==> config.mk <==
export PLATFORM = sky130hd
export DESIGN_NAME = sgx_core
export DESIGN_NICKNAME = d
export VERILOG_FILES = /design/src/include/sgx_pkg.sv /design/src/verilog/sgx_core.sv
export SDC_FILE = /design/constraint.sdc
export NUM_CORES = 2
export LEC_CHECK = 0
export BUFFER_PORTS_ARGS = -buffer_cell sky130_fd_sc_hd__buf_2
export CORE_ASPECT_RATIO = 1.75
export CORE_MARGIN = 2
export CORE_UTILIZATION = 55
export CTS_CLUSTER_SIZE = 10
export DETAILED_ROUTE_END_ITERATION = 10
export PLACE_DENSITY = 0.74
export SLEW_MARGIN = 5
export SYNTH_ARGS = -nofsm -noshare
export SYNTH_HDL_FRONTEND = slang
export SYNTH_SLANG_ARGS = --single-unit
==> constraint.sdc <==
create_clock -name clk_sys -period 3.2 [get_ports clk_sys]
set_clock_uncertainty 0.15 [all_clocks]
set_input_delay 0.64 -clock clk_sys [delete_from_list [all_inputs] [get_ports clk_sys]]
set_output_delay 0.64 -clock clk_sys [all_outputs]
set_load 0.01 [all_outputs]
==> src/include/sgx_pkg.sv <==
// Constants and carrier types of the serial GPIO expander core
package sgx_pkg;
  localparam int NPIN   = 22;
  localparam int DRVW   = 2 * NPIN;
  localparam int SHW    = 24;
  localparam int BANK_W = 8;
  // APB byte offsets
  localparam logic [7:0] OFS_INPUT    = 8'h00;
  localparam logic [7:0] OFS_OUTPUT   = 8'h04;
  localparam logic [7:0] OFS_POLARITY = 8'h08;
  localparam logic [7:0] OFS_DIR      = 8'h0C;
  localparam logic [7:0] OFS_DRIVE_LO = 8'h10;
  localparam logic [7:0] OFS_DRIVE_HI = 8'h14;
  localparam logic [7:0] OFS_LATCH    = 8'h18;
  localparam logic [7:0] OFS_PULL_EN  = 8'h1C;
  localparam logic [7:0] OFS_PULL_SEL = 8'h20;
  localparam logic [7:0] OFS_MASK     = 8'h24;
  localparam logic [7:0] OFS_STATUS   = 8'h28;
  localparam logic [7:0] OFS_OD_BANK  = 8'h2C;
  localparam logic [7:0] OFS_OD_PIN   = 8'h30;
  localparam logic [7:0] OFS_EDGE_R   = 8'h34;
  localparam logic [7:0] OFS_EDGE_F   = 8'h38;
  localparam logic [7:0] OFS_CLEAR    = 8'h3C;
  localparam logic [7:0] OFS_DEB_EN   = 8'h40;
  localparam logic [7:0] OFS_LINK     = 8'h44;
  // Values after reset
  localparam logic [NPIN-1:0] RST_DIR   = 22'h3FFFFF;
  localparam logic [NPIN-1:0] RST_MASK  = 22'h3FFFFF;
  localparam logic [DRVW-1:0] RST_DRIVE = 44'hFFFFFFFFFFF;
  // Link framing
  localparam logic [5:0] SPI_BASE_ADDR = 6'h20;
  localparam logic [4:0] SPI_ADDR_LAST = 5'h07;
  localparam logic [4:0] SPI_DATA_LAST = 5'h17;
  // Timing
  localparam int CLK_MHZ     = 125;
  localparam int DEB_TIME_US = 1000;
  localparam int DEB_CYCLES  = DEB_TIME_US * CLK_MHZ;
  localparam int DEB_CNTW    = 17;

  typedef enum logic [4:0] {
    SPI_IDLE  = 5'h01,
    SPI_ADDR  = 5'h02,
    SPI_READ  = 5'h04,
    SPI_WRITE = 5'h08,
    SPI_SKIP  = 5'h10
  } sgx_spi_e;

  typedef struct packed {
    logic sclk;
    logic cs_n;
    logic serial_in;
  } sgx_spi_s;

  typedef struct packed {
    logic [NPIN-1:0] out;
    logic [NPIN-1:0] oe;
    logic [NPIN-1:0] pull_en;
    logic [NPIN-1:0] pull_up;
    logic [DRVW-1:0] drive;
  } sgx_pad_s;

  typedef struct packed {
    logic        psel;
    logic        penable;
    logic        pwrite;
    logic [7:0]  paddr;
    logic [31:0] pwdata;
  } sgx_apb_req_s;

  typedef struct packed {
    logic [31:0] prdata;
    logic        pready;
    logic        pslverr;
  } sgx_apb_rsp_s;
endpackage : sgx_pkg

==> src/verilog/sgx_core.sv <==
// Serial GPIO expander core: port registers, alert, debounce, link and APB slave
`timescale 1ns/1ps
// Overview of operation
// - 22 pins, each configurable, one slave link
// - All pins are inputs after reset
// - Direction bits set each pin in or out
// - Separate input and output port registers
// - Polarity bit inverts reported input value
// - Reset pin restores defaults and link state
// - Alert pulled low on unserviced input change
// - Per-pin choice of level or edge alert
// - Mask bit blocks a pin's alert
// - Latched input held until port read
// - Read-only status names alerting pins
// - Pending events cleared per pin; an input read clears all
// - Status read never clears events
// - Push-pull or open-drain, per bank or pin
// - Four drive strength levels per pin
// - Pull enable and pull-up/down select per pin
// - Debounce filters switch contact bounce
// - Strap picks one of two link addresses
// - Link clock up to 5 MHz supported
module sgx_core #(
  parameter int DEB_CYCLES = sgx_pkg::DEB_CYCLES
) (
  input  wire logic                     clk_sys,
  input  wire logic                     srst,
  input  wire logic                     rst_pin_n,
  input  wire logic                     addr_strap,
  input  wire sgx_pkg::sgx_spi_s        spi,
  output logic                          serial_out,
  input  wire logic [sgx_pkg::NPIN-1:0] gpio_in,
  output sgx_pkg::sgx_pad_s             pads,
  input  wire logic                     alert_in,
  output logic                          alert_out,
  output logic                          alert_oe,
  input  wire sgx_pkg::sgx_apb_req_s    apb_req,
  output sgx_pkg::sgx_apb_rsp_s         apb_rsp
);
  localparam int NPIN = sgx_pkg::NPIN;
  localparam int DRVW = sgx_pkg::DRVW;
  localparam int SHW  = sgx_pkg::SHW;
  localparam int DCW  = sgx_pkg::DEB_CNTW;

  typedef struct packed {
    logic [1:0]            rstn_sy;
    logic [NPIN-1:0]       pin_s1;
    logic [NPIN-1:0]       pin_s2;
    sgx_pkg::sgx_spi_s     spi_s1;
    sgx_pkg::sgx_spi_s     spi_s2;
    logic                  sclk_d;
    logic                  cs_d;
    logic [1:0]            strap_sy;
    logic [1:0]            alert_sy;
    logic                  strap;
    logic [NPIN-1:0]       outp;
    logic [NPIN-1:0]       pol;
    logic [NPIN-1:0]       dir;
    logic [DRVW-1:0]       drive;
    logic [NPIN-1:0]       latch_en;
    logic [NPIN-1:0]       pull_en;
    logic [NPIN-1:0]       pull_sel;
    logic [NPIN-1:0]       mask;
    logic [NPIN-1:0]       stat;
    logic [2:0]            od_bank;
    logic [NPIN-1:0]       od_pin;
    logic [NPIN-1:0]       rise;
    logic [NPIN-1:0]       fall;
    logic [NPIN-1:0]       deb_en;
    logic [NPIN-1:0]       live_prev;
    logic [NPIN-1:0]       snap;
    logic [NPIN-1:0]       lat;
    logic [NPIN-1:0]       held;
    logic [NPIN-1:0]       deb_cand;
    logic [NPIN-1:0]       deb_val;
    logic [DCW-1:0]        deb_cnt;
    sgx_pkg::sgx_spi_e     spi_st;
    logic [4:0]            bitc;
    logic [SHW-1:0]        sh_in;
    logic [SHW-1:0]        sh_out;
    logic [7:0]            frames;
    logic                  sdo;
    sgx_pkg::sgx_pad_s     pad;
    logic                  alert_oe;
    logic                  alert_low;
    sgx_pkg::sgx_apb_rsp_s rsp;
  } sgx_state_s;

  sgx_state_s      st;
  sgx_state_s      next_st;
  logic [NPIN-1:0] od;
  logic [NPIN-1:0] live;
  logic [NPIN-1:0] reported;
  logic [NPIN-1:0] edge_mode;
  logic [NPIN-1:0] edge_ev;
  logic [NPIN-1:0] lvl_ev;
  logic [NPIN-1:0] ev;
  logic [NPIN-1:0] wr_clr_mask;
  logic [NPIN-1:0] auto_clr;
  logic [NPIN-1:0] clr_vec;
  logic [NPIN-1:0] held_lat;
  logic [NPIN-1:0] agree;
  logic [SHW-1:0]  sh_next;
  logic [7:0]      addr_byte;
  logic            addr_hit;
  logic            sclk_rise;
  logic            sclk_fall;
  logic            cs_fall;
  logic            setup;
  logic            acc;
  logic            wr;
  logic            rd_in;
  logic            rd_spi;
  logic            rd_clr;
  logic            deb_tick;
  logic            any_pend;
  logic [31:0]     rd_data;
  logic            rd_ok;

  // Defaults; synchronisers and the bus answer survive a pin reset
  function automatic sgx_state_s sgx_init(input sgx_state_s cur);
    sgx_state_s s;
    s = '0;
    s.rstn_sy = cur.rstn_sy;
    s.pin_s1 = cur.pin_s1;
    s.pin_s2 = cur.pin_s2;
    s.spi_s1 = cur.spi_s1;
    s.spi_s2 = cur.spi_s2;
    s.sclk_d = cur.sclk_d;
    s.cs_d = cur.cs_d;
    s.strap_sy = cur.strap_sy;
    s.alert_sy = cur.alert_sy;
    s.strap = cur.strap_sy[1];
    s.rsp = cur.rsp;
    s.dir = sgx_pkg::RST_DIR;
    s.mask = sgx_pkg::RST_MASK;
    s.drive = sgx_pkg::RST_DRIVE;
    s.pad.drive = sgx_pkg::RST_DRIVE;
    s.spi_st = sgx_pkg::SPI_IDLE;
    return s;
  endfunction : sgx_init

  function automatic logic sgx_hit(input logic [7:0] a, input logic [7:0] ofs);
    return a == ofs;
  endfunction : sgx_hit

  for (genvar i = 0; i < NPIN; i++) begin : g_od
    assign od[i] = st.od_bank[i / sgx_pkg::BANK_W] | st.od_pin[i];
  end

  // Sampling at 125 MHz leaves over 12 cycles per half period of a 5 MHz link
  assign sclk_rise = st.spi_s2.sclk & ~st.sclk_d;
  assign sclk_fall = ~st.spi_s2.sclk & st.sclk_d;
  assign cs_fall   = ~st.spi_s2.cs_n & st.cs_d;
  assign setup     = apb_req.psel & ~apb_req.penable;
  assign acc       = apb_req.psel & apb_req.penable & st.rsp.pready;
  assign wr        = acc & apb_req.pwrite;
  assign rd_in     = acc & ~apb_req.pwrite & sgx_hit(apb_req.paddr, sgx_pkg::OFS_INPUT);
  assign sh_next   = {st.sh_in[SHW-2:0], st.spi_s2.serial_in};
  assign addr_byte = sh_next[7:0];
  assign addr_hit  = addr_byte[7:1] == {sgx_pkg::SPI_BASE_ADDR, st.strap};
  assign rd_spi    = (st.spi_st == sgx_pkg::SPI_ADDR) & sclk_rise
                   & (st.bitc == sgx_pkg::SPI_ADDR_LAST) & addr_hit & addr_byte[0];
  assign rd_clr    = rd_in | rd_spi;
  assign deb_tick  = st.deb_cnt == DCW'(DEB_CYCLES - 1);
  assign agree     = ~(st.pin_s2 ^ st.deb_cand);
  assign live      = (st.deb_en & st.deb_val) | (~st.deb_en & st.pin_s2);
  assign held_lat  = st.held & st.latch_en;
  assign reported  = ((held_lat & st.lat) | (~held_lat & live)) ^ st.pol;
  assign edge_mode = st.rise | st.fall;
  assign edge_ev   = (st.rise & live & ~st.live_prev) | (st.fall & ~live & st.live_prev);
  // A read re-bases the compare value, so no level event in that cycle
  assign lvl_ev    = rd_clr ? '0 : (live ^ st.snap);
  assign ev        = ~st.mask & ((edge_mode & edge_ev) | (~edge_mode & lvl_ev));
  assign wr_clr_mask = (wr && sgx_hit(apb_req.paddr, sgx_pkg::OFS_CLEAR))
                     ? apb_req.pwdata[NPIN-1:0] : '0;
  assign auto_clr  = ~edge_mode & ~st.latch_en & ~(live ^ st.snap);
  assign clr_vec   = {NPIN{rd_clr}} | wr_clr_mask | auto_clr;
  assign any_pend  = |st.stat;

  always_comb begin
    next_st = st;
    rd_data = '0;
    rd_ok = 1'b1;
    next_st.rstn_sy = {st.rstn_sy[0], rst_pin_n};
    next_st.pin_s1 = gpio_in;
    next_st.pin_s2 = st.pin_s1;
    next_st.spi_s1 = spi;
    next_st.spi_s2 = st.spi_s1;
    next_st.strap_sy = {st.strap_sy[0], addr_strap};
    next_st.alert_sy = {st.alert_sy[0], alert_in};
    next_st.sclk_d = st.spi_s2.sclk;
    next_st.cs_d = st.spi_s2.cs_n;

    // Register read, answered one cycle after the setup cycle
    case (apb_req.paddr)
      sgx_pkg::OFS_INPUT:    rd_data[NPIN-1:0] = reported;
      sgx_pkg::OFS_OUTPUT:   rd_data[NPIN-1:0] = st.outp;
      sgx_pkg::OFS_POLARITY: rd_data[NPIN-1:0] = st.pol;
      sgx_pkg::OFS_DIR:      rd_data[NPIN-1:0] = st.dir;
      sgx_pkg::OFS_DRIVE_LO: rd_data = st.drive[31:0];
      sgx_pkg::OFS_DRIVE_HI: rd_data[DRVW-33:0] = st.drive[DRVW-1:32];
      sgx_pkg::OFS_LATCH:    rd_data[NPIN-1:0] = st.latch_en;
      sgx_pkg::OFS_PULL_EN:  rd_data[NPIN-1:0] = st.pull_en;
      sgx_pkg::OFS_PULL_SEL: rd_data[NPIN-1:0] = st.pull_sel;
      sgx_pkg::OFS_MASK:     rd_data[NPIN-1:0] = st.mask;
      sgx_pkg::OFS_STATUS:   rd_data[NPIN-1:0] = st.stat;
      sgx_pkg::OFS_OD_BANK:  rd_data[2:0] = st.od_bank;
      sgx_pkg::OFS_OD_PIN:   rd_data[NPIN-1:0] = st.od_pin;
      sgx_pkg::OFS_EDGE_R:   rd_data[NPIN-1:0] = st.rise;
      sgx_pkg::OFS_EDGE_F:   rd_data[NPIN-1:0] = st.fall;
      sgx_pkg::OFS_CLEAR:    rd_data = '0;
      sgx_pkg::OFS_DEB_EN:   rd_data[NPIN-1:0] = st.deb_en;
      sgx_pkg::OFS_LINK:     rd_data[15:0] = {st.frames, 6'h00, st.alert_sy[1], st.strap};
      default:               rd_ok = 1'b0;
    endcase
    next_st.rsp.pready = setup;
    next_st.rsp.prdata = setup ? rd_data : '0;
    next_st.rsp.pslverr = setup & ~rd_ok;

    if (wr) begin
      case (apb_req.paddr)
        sgx_pkg::OFS_OUTPUT:   next_st.outp = apb_req.pwdata[NPIN-1:0];
        sgx_pkg::OFS_POLARITY: next_st.pol = apb_req.pwdata[NPIN-1:0];
        sgx_pkg::OFS_DIR:      next_st.dir = apb_req.pwdata[NPIN-1:0];
        sgx_pkg::OFS_DRIVE_LO: next_st.drive[31:0] = apb_req.pwdata;
        sgx_pkg::OFS_DRIVE_HI: next_st.drive[DRVW-1:32] = apb_req.pwdata[DRVW-33:0];
        sgx_pkg::OFS_LATCH:    next_st.latch_en = apb_req.pwdata[NPIN-1:0];
        sgx_pkg::OFS_PULL_EN:  next_st.pull_en = apb_req.pwdata[NPIN-1:0];
        sgx_pkg::OFS_PULL_SEL: next_st.pull_sel = apb_req.pwdata[NPIN-1:0];
        sgx_pkg::OFS_MASK:     next_st.mask = apb_req.pwdata[NPIN-1:0];
        sgx_pkg::OFS_OD_BANK:  next_st.od_bank = apb_req.pwdata[2:0];
        sgx_pkg::OFS_OD_PIN:   next_st.od_pin = apb_req.pwdata[NPIN-1:0];
        sgx_pkg::OFS_EDGE_R:   next_st.rise = apb_req.pwdata[NPIN-1:0];
        sgx_pkg::OFS_EDGE_F:   next_st.fall = apb_req.pwdata[NPIN-1:0];
        sgx_pkg::OFS_DEB_EN:   next_st.deb_en = apb_req.pwdata[NPIN-1:0];
        default:               ;
      endcase
    end

    // Two agreeing samples one tick apart; a shared tick saves 21 counters
    next_st.deb_cnt = deb_tick ? '0 : st.deb_cnt + 1'b1;
    if (deb_tick) begin
      next_st.deb_cand = st.pin_s2;
      next_st.deb_val = (st.deb_val & ~agree) | (st.pin_s2 & agree);
    end

    // Pending events: a set in the clearing cycle wins
    next_st.live_prev = live;
    next_st.stat = (st.stat & ~clr_vec) | ev;
    next_st.held = rd_clr ? '0 : (st.held | (st.latch_en & (live ^ st.snap)));
    next_st.lat = (st.held & st.lat) | (~st.held & live);
    if (rd_clr) begin
      next_st.snap = live;
    end

    next_st.pad.out = st.outp;
    next_st.pad.oe = ~st.dir & (~od | ~st.outp);
    next_st.pad.pull_en = st.pull_en;
    next_st.pad.pull_up = st.pull_sel;
    next_st.pad.drive = st.drive;
    next_st.alert_oe = any_pend;
    next_st.alert_low = 1'b0;

    // Link: address byte, then 24 bits out or in, mode 0
    case (st.spi_st)
      sgx_pkg::SPI_IDLE: begin
        if (cs_fall) begin
          next_st.spi_st = sgx_pkg::SPI_ADDR;
          next_st.bitc = '0;
        end
      end
      sgx_pkg::SPI_ADDR: begin
        if (sclk_rise) begin
          next_st.sh_in = sh_next;
          next_st.bitc = st.bitc + 1'b1;
          if (st.bitc == sgx_pkg::SPI_ADDR_LAST) begin
            next_st.bitc = '0;
            if (addr_hit) begin
              next_st.frames = st.frames + 1'b1;
              next_st.spi_st = addr_byte[0] ? sgx_pkg::SPI_READ : sgx_pkg::SPI_WRITE;
              next_st.sh_out = {2'h0, reported};
            end else begin
              next_st.spi_st = sgx_pkg::SPI_SKIP;
            end
          end
        end
      end
      sgx_pkg::SPI_READ: begin
        if (sclk_fall) begin
          next_st.sdo = st.sh_out[SHW-1];
          next_st.sh_out = {st.sh_out[SHW-2:0], 1'b0};
        end
      end
      sgx_pkg::SPI_WRITE: begin
        if (sclk_rise) begin
          next_st.sh_in = sh_next;
          next_st.bitc = st.bitc + 1'b1;
          if (st.bitc == sgx_pkg::SPI_DATA_LAST) begin
            next_st.outp = sh_next[NPIN-1:0];
            next_st.spi_st = sgx_pkg::SPI_SKIP;
          end
        end
      end
      sgx_pkg::SPI_SKIP: ;
      default: next_st.spi_st = sgx_pkg::SPI_IDLE;
    endcase
    if (st.spi_s2.cs_n) begin
      next_st.spi_st = sgx_pkg::SPI_IDLE;
      next_st.sdo = 1'b0;
    end

    if (~st.rstn_sy[1]) begin
      next_st = sgx_init(next_st);
    end
  end

  always_ff @(posedge clk_sys) begin
    if (srst) begin
      st <= sgx_init('0);
    end else begin
      st <= next_st;
    end
  end

  assign serial_out = st.sdo;
  assign pads       = st.pad;
  assign alert_oe   = st.alert_oe;
  assign alert_out  = st.alert_low;
  assign apb_rsp    = st.rsp;
endmodule : sgx_core

==> flow_summary.yaml <==
run_status:
  status: "completed"
sta:
  fmax_ghz: 0.376
  hold_viol: 0
  worstMarginPinSlew_ns: 0.898
  fin_setup_tns_ns: 0
  final_max_slew_viol_count: 0
  grt_setup_unrepaired: "no"
  fin_crit_sh_pct: 83.1
  relSlewSlack_pct: 39.5
  period_minus_slack_ns: 2.66
  setup_viol: 0
power:
  p_int_mw: 14.4
  p_leak_nw: 12.9
  seqPwrFrac_pct: 50.7
  clock_power_share_pct: 45.3
  ir_drop_v: 0.000342
  sw_frac_of_total_pct: 22.3
  total_power_mw: 18.5
  p_comb_share_pct: 4.0
  p_sw_mw: 4.13
  power_density_nw_per_um2: 534
setup_path:
  cp_top_family: "simple AND/OR/NAND/NOR gates"
  crit_path_start_kind: "register"
  critical_path_depth: 7
  r2r.worst_path.cells: 7
  worstPathMaxFanout: 40
  slowest_stage: "or4_1"
  end_kind: "register"
  required_ns: 3.54
  worstSetupPathType: "register to register"
  worst-endpoint-arrival_ns: 3.00
  max_stage_delay_ns: 0.55
  crit_chain: "or4_1 -> nor4b_2 -> and3_2 -> a21oi_4 -> nand2_1 -> buf_12 -> o32ai_1"
  cp_num_buf_inv: 1
placed_design:
  hpwl_um: 78600
  dp.cells: 4393
  gp_congestion: 1.06
  io_buffers: 240
routing:
  drt-pass1-iter-count: 6
  antenna_left: 0
  wire_per_inst_um: 24.2
  totalWireLength_um: 109000
  drcViolationCount: 0
  via_per_inst: 6.07
  via_count: 27200
  drtIter0Drc: 3185
logic_synthesis:
  ys_warn_count: 0
  synth_edf_count: 0
  synthesis.nets: 3798
  syn_area_sq_um: 31200
  synth.distinct_cells: 72
  yosysSeqAreaShare_pct: 48.0
  ys_ff_latch: 749
  yosysTopAreaCell: "dfxtp_1"
  syn_inst: 3722
  synth_top_cell_area_share_pct: 48.0
  synth_top_cells_by_area: "dfxtp_1 48%, nand2_1 9.3%, a21oi_1 5.7%"
  synth_top_flop_cell: "dfxtp_1"
  syn_area_per_cell_sq_um: 8.39
  ys_async_sr_fraction_pct: 0
min_path:
  min_path_type: "input pin to register"
  hold_path_depth: 2
cts:
  clk_pin_slew_ns: 0.05
  tritoncts.num_buffers: 84
  post_cts_buffers: 0
  cts_buffer_depth: 3
  htreeDepth: 3
  clock_latency_ns: 0.63
  cts_tree: "done"
  clock_sinks: 749
  cts_resized: 0
  cts_hold_buf: 0
  cts-root-buf: "clkbuf_16"
global_route:
  grt_use_total_pct: 36.4
  antenna_found_initial: 2
  grt_max_degree: 91
  grt_pass1_wl_um: 160000
  grt_pass1_vias: 25300
  overflow: 0
layout:
  area_delta_synth_final_pct: 11.1
  drive_above_1_share_pct: 14.7
  final_nets: 3853
  stdcell_count: 4486
die:
  start_util_pct: 55.6
  ioPinCount: 242
  core_area_sq_um: 56100
  num_rows: 115
  dieArea_sq_um: 58800
  chipHeight_um: 319
  fp.dieW_um: 184
run:
  cap_violations: 0
-- cells in the mapped netlist, types with 24 or more instances --
master	n
buf_2	50
nand2_1	770
clkbuf_1	196
nand2b_1	53
nand3_1	155
a21oi_1	355
buf_4	169
inv_1	29
dfxtp_1	749
nor2_1	209
a21o_1	24
nor3_1	75
o32ai_1	24
a22oi_1	55
o22ai_1	28
a311oi_1	27
o21ai_0	124
nor3b_1	24
nor2b_1	71
and2_1	81
a211oi_1	24
mux2i_1	77
a31oi_1	44
xnor2_1	47
-- flip-flops by register name, summed over array words and instances (netlist names), named ones only --
name / cells
alert_oe: 1
pads: 132
sh_next: 14
st: 515
serial_out: 1
apb_rsp: 34
addr_byte: 8
-- placed cells by master, fill, tap and decap left out, types with 27 or more instances in the layout --
master,n
buf_2,240
clkbuf_16,88
mux2i_1,77
dfxtp_1,749
a21oi_1,355
nand2b_1,52
nor2_1,208
nor3_1,72
a311oi_1,27
nand3_1,155
nand2_1,770
and2_1,81
o22ai_1,28
xnor2_1,47
buf_4,141
inv_1,29
o21ai_0,124
nor2b_1,69
a31oi_1,44
a22oi_1,55
-- final cells by class --
cell class / instances / area [sq um]
multi-input combinational: 2514 / 13800
timing repair buffer: 399 / 2620
tap: 702 / 878
clock inverter: 3 / 45.0
fill: 4986 / 21400
antenna: 1 / 2.50
clock buffer: 89 / 2210
sequential: 749 / 15000
inverter: 29 / 109
-- power groups by stage --
stage	Sequential, mW	Combinational (mW)	Clock [mW]
after CTS	9.39	0.717	8.51
after detailed placement	9.59	0.715	0
after global placement	9.59	0.715	0
after floorplan	9.58	0.360	0
after global routing	9.39	0.764	8.87
final	9.39	0.742	8.40
-- routing by layer --
metal	track usage [%]	share of wire, %
met4	28.9	9.2
met5	0	0.010
met1	44.5	38
met3	5.39	8.3
met2	57.0	45
-- worst paths after layout --
kind	slack [ns]	to	startpoint
max	0.54	st[481]	addr_byte[2]
min	0.07	st[746]	gpio_in[16]
max reg2reg	0.54	st[481]	addr_byte[2]
min reg2reg	0.28	st[727]	st[749]
-- logic make-up (layout without fill, tap and decap cells) --
kind of cell / Yosys count / count (layout) / synth area share, %
mux: 87 / 87 / 2.86
fa+ha+maj: 3 / 3 / 0.120
other cells: 1 / 2 / 0.0120
buf+inv: 459 / 520 / 7.89
compound gates: 831 / 831 / 16.9
simple gates: 1526 / 1526 / 22.3
xor+xnor: 66 / 66 / 1.85
flops: 749 / 749 / 48.0
-- worst register-to-register path: cells and delay by family (launching register included) --
kind / cells / cell delay [ns]
AND/OR/NAND/NOR: 4 / 1.51
buffers and inverters: 1 / 0.29
AO/OA/AOI/OAI: 2 / 0.25
flip-flops: 1 / 0.33
-- through the flow --
step           util [%]  cell area, sq um  hold WS (ns)  worst slack (ns)
2_1_floorplan         -             31200         0.263             0.743
4_1_cts            61.8             34700        0.0537             0.573
3_3_place_gp       57.8             32400         0.269             0.285
5_1_grt            61.8             34700        0.0722             0.420
6_report           61.8             34700        0.0711             0.542
3_5_place_dp       57.8             32400         0.272             0.304
(Power assumes the default switching activity.)
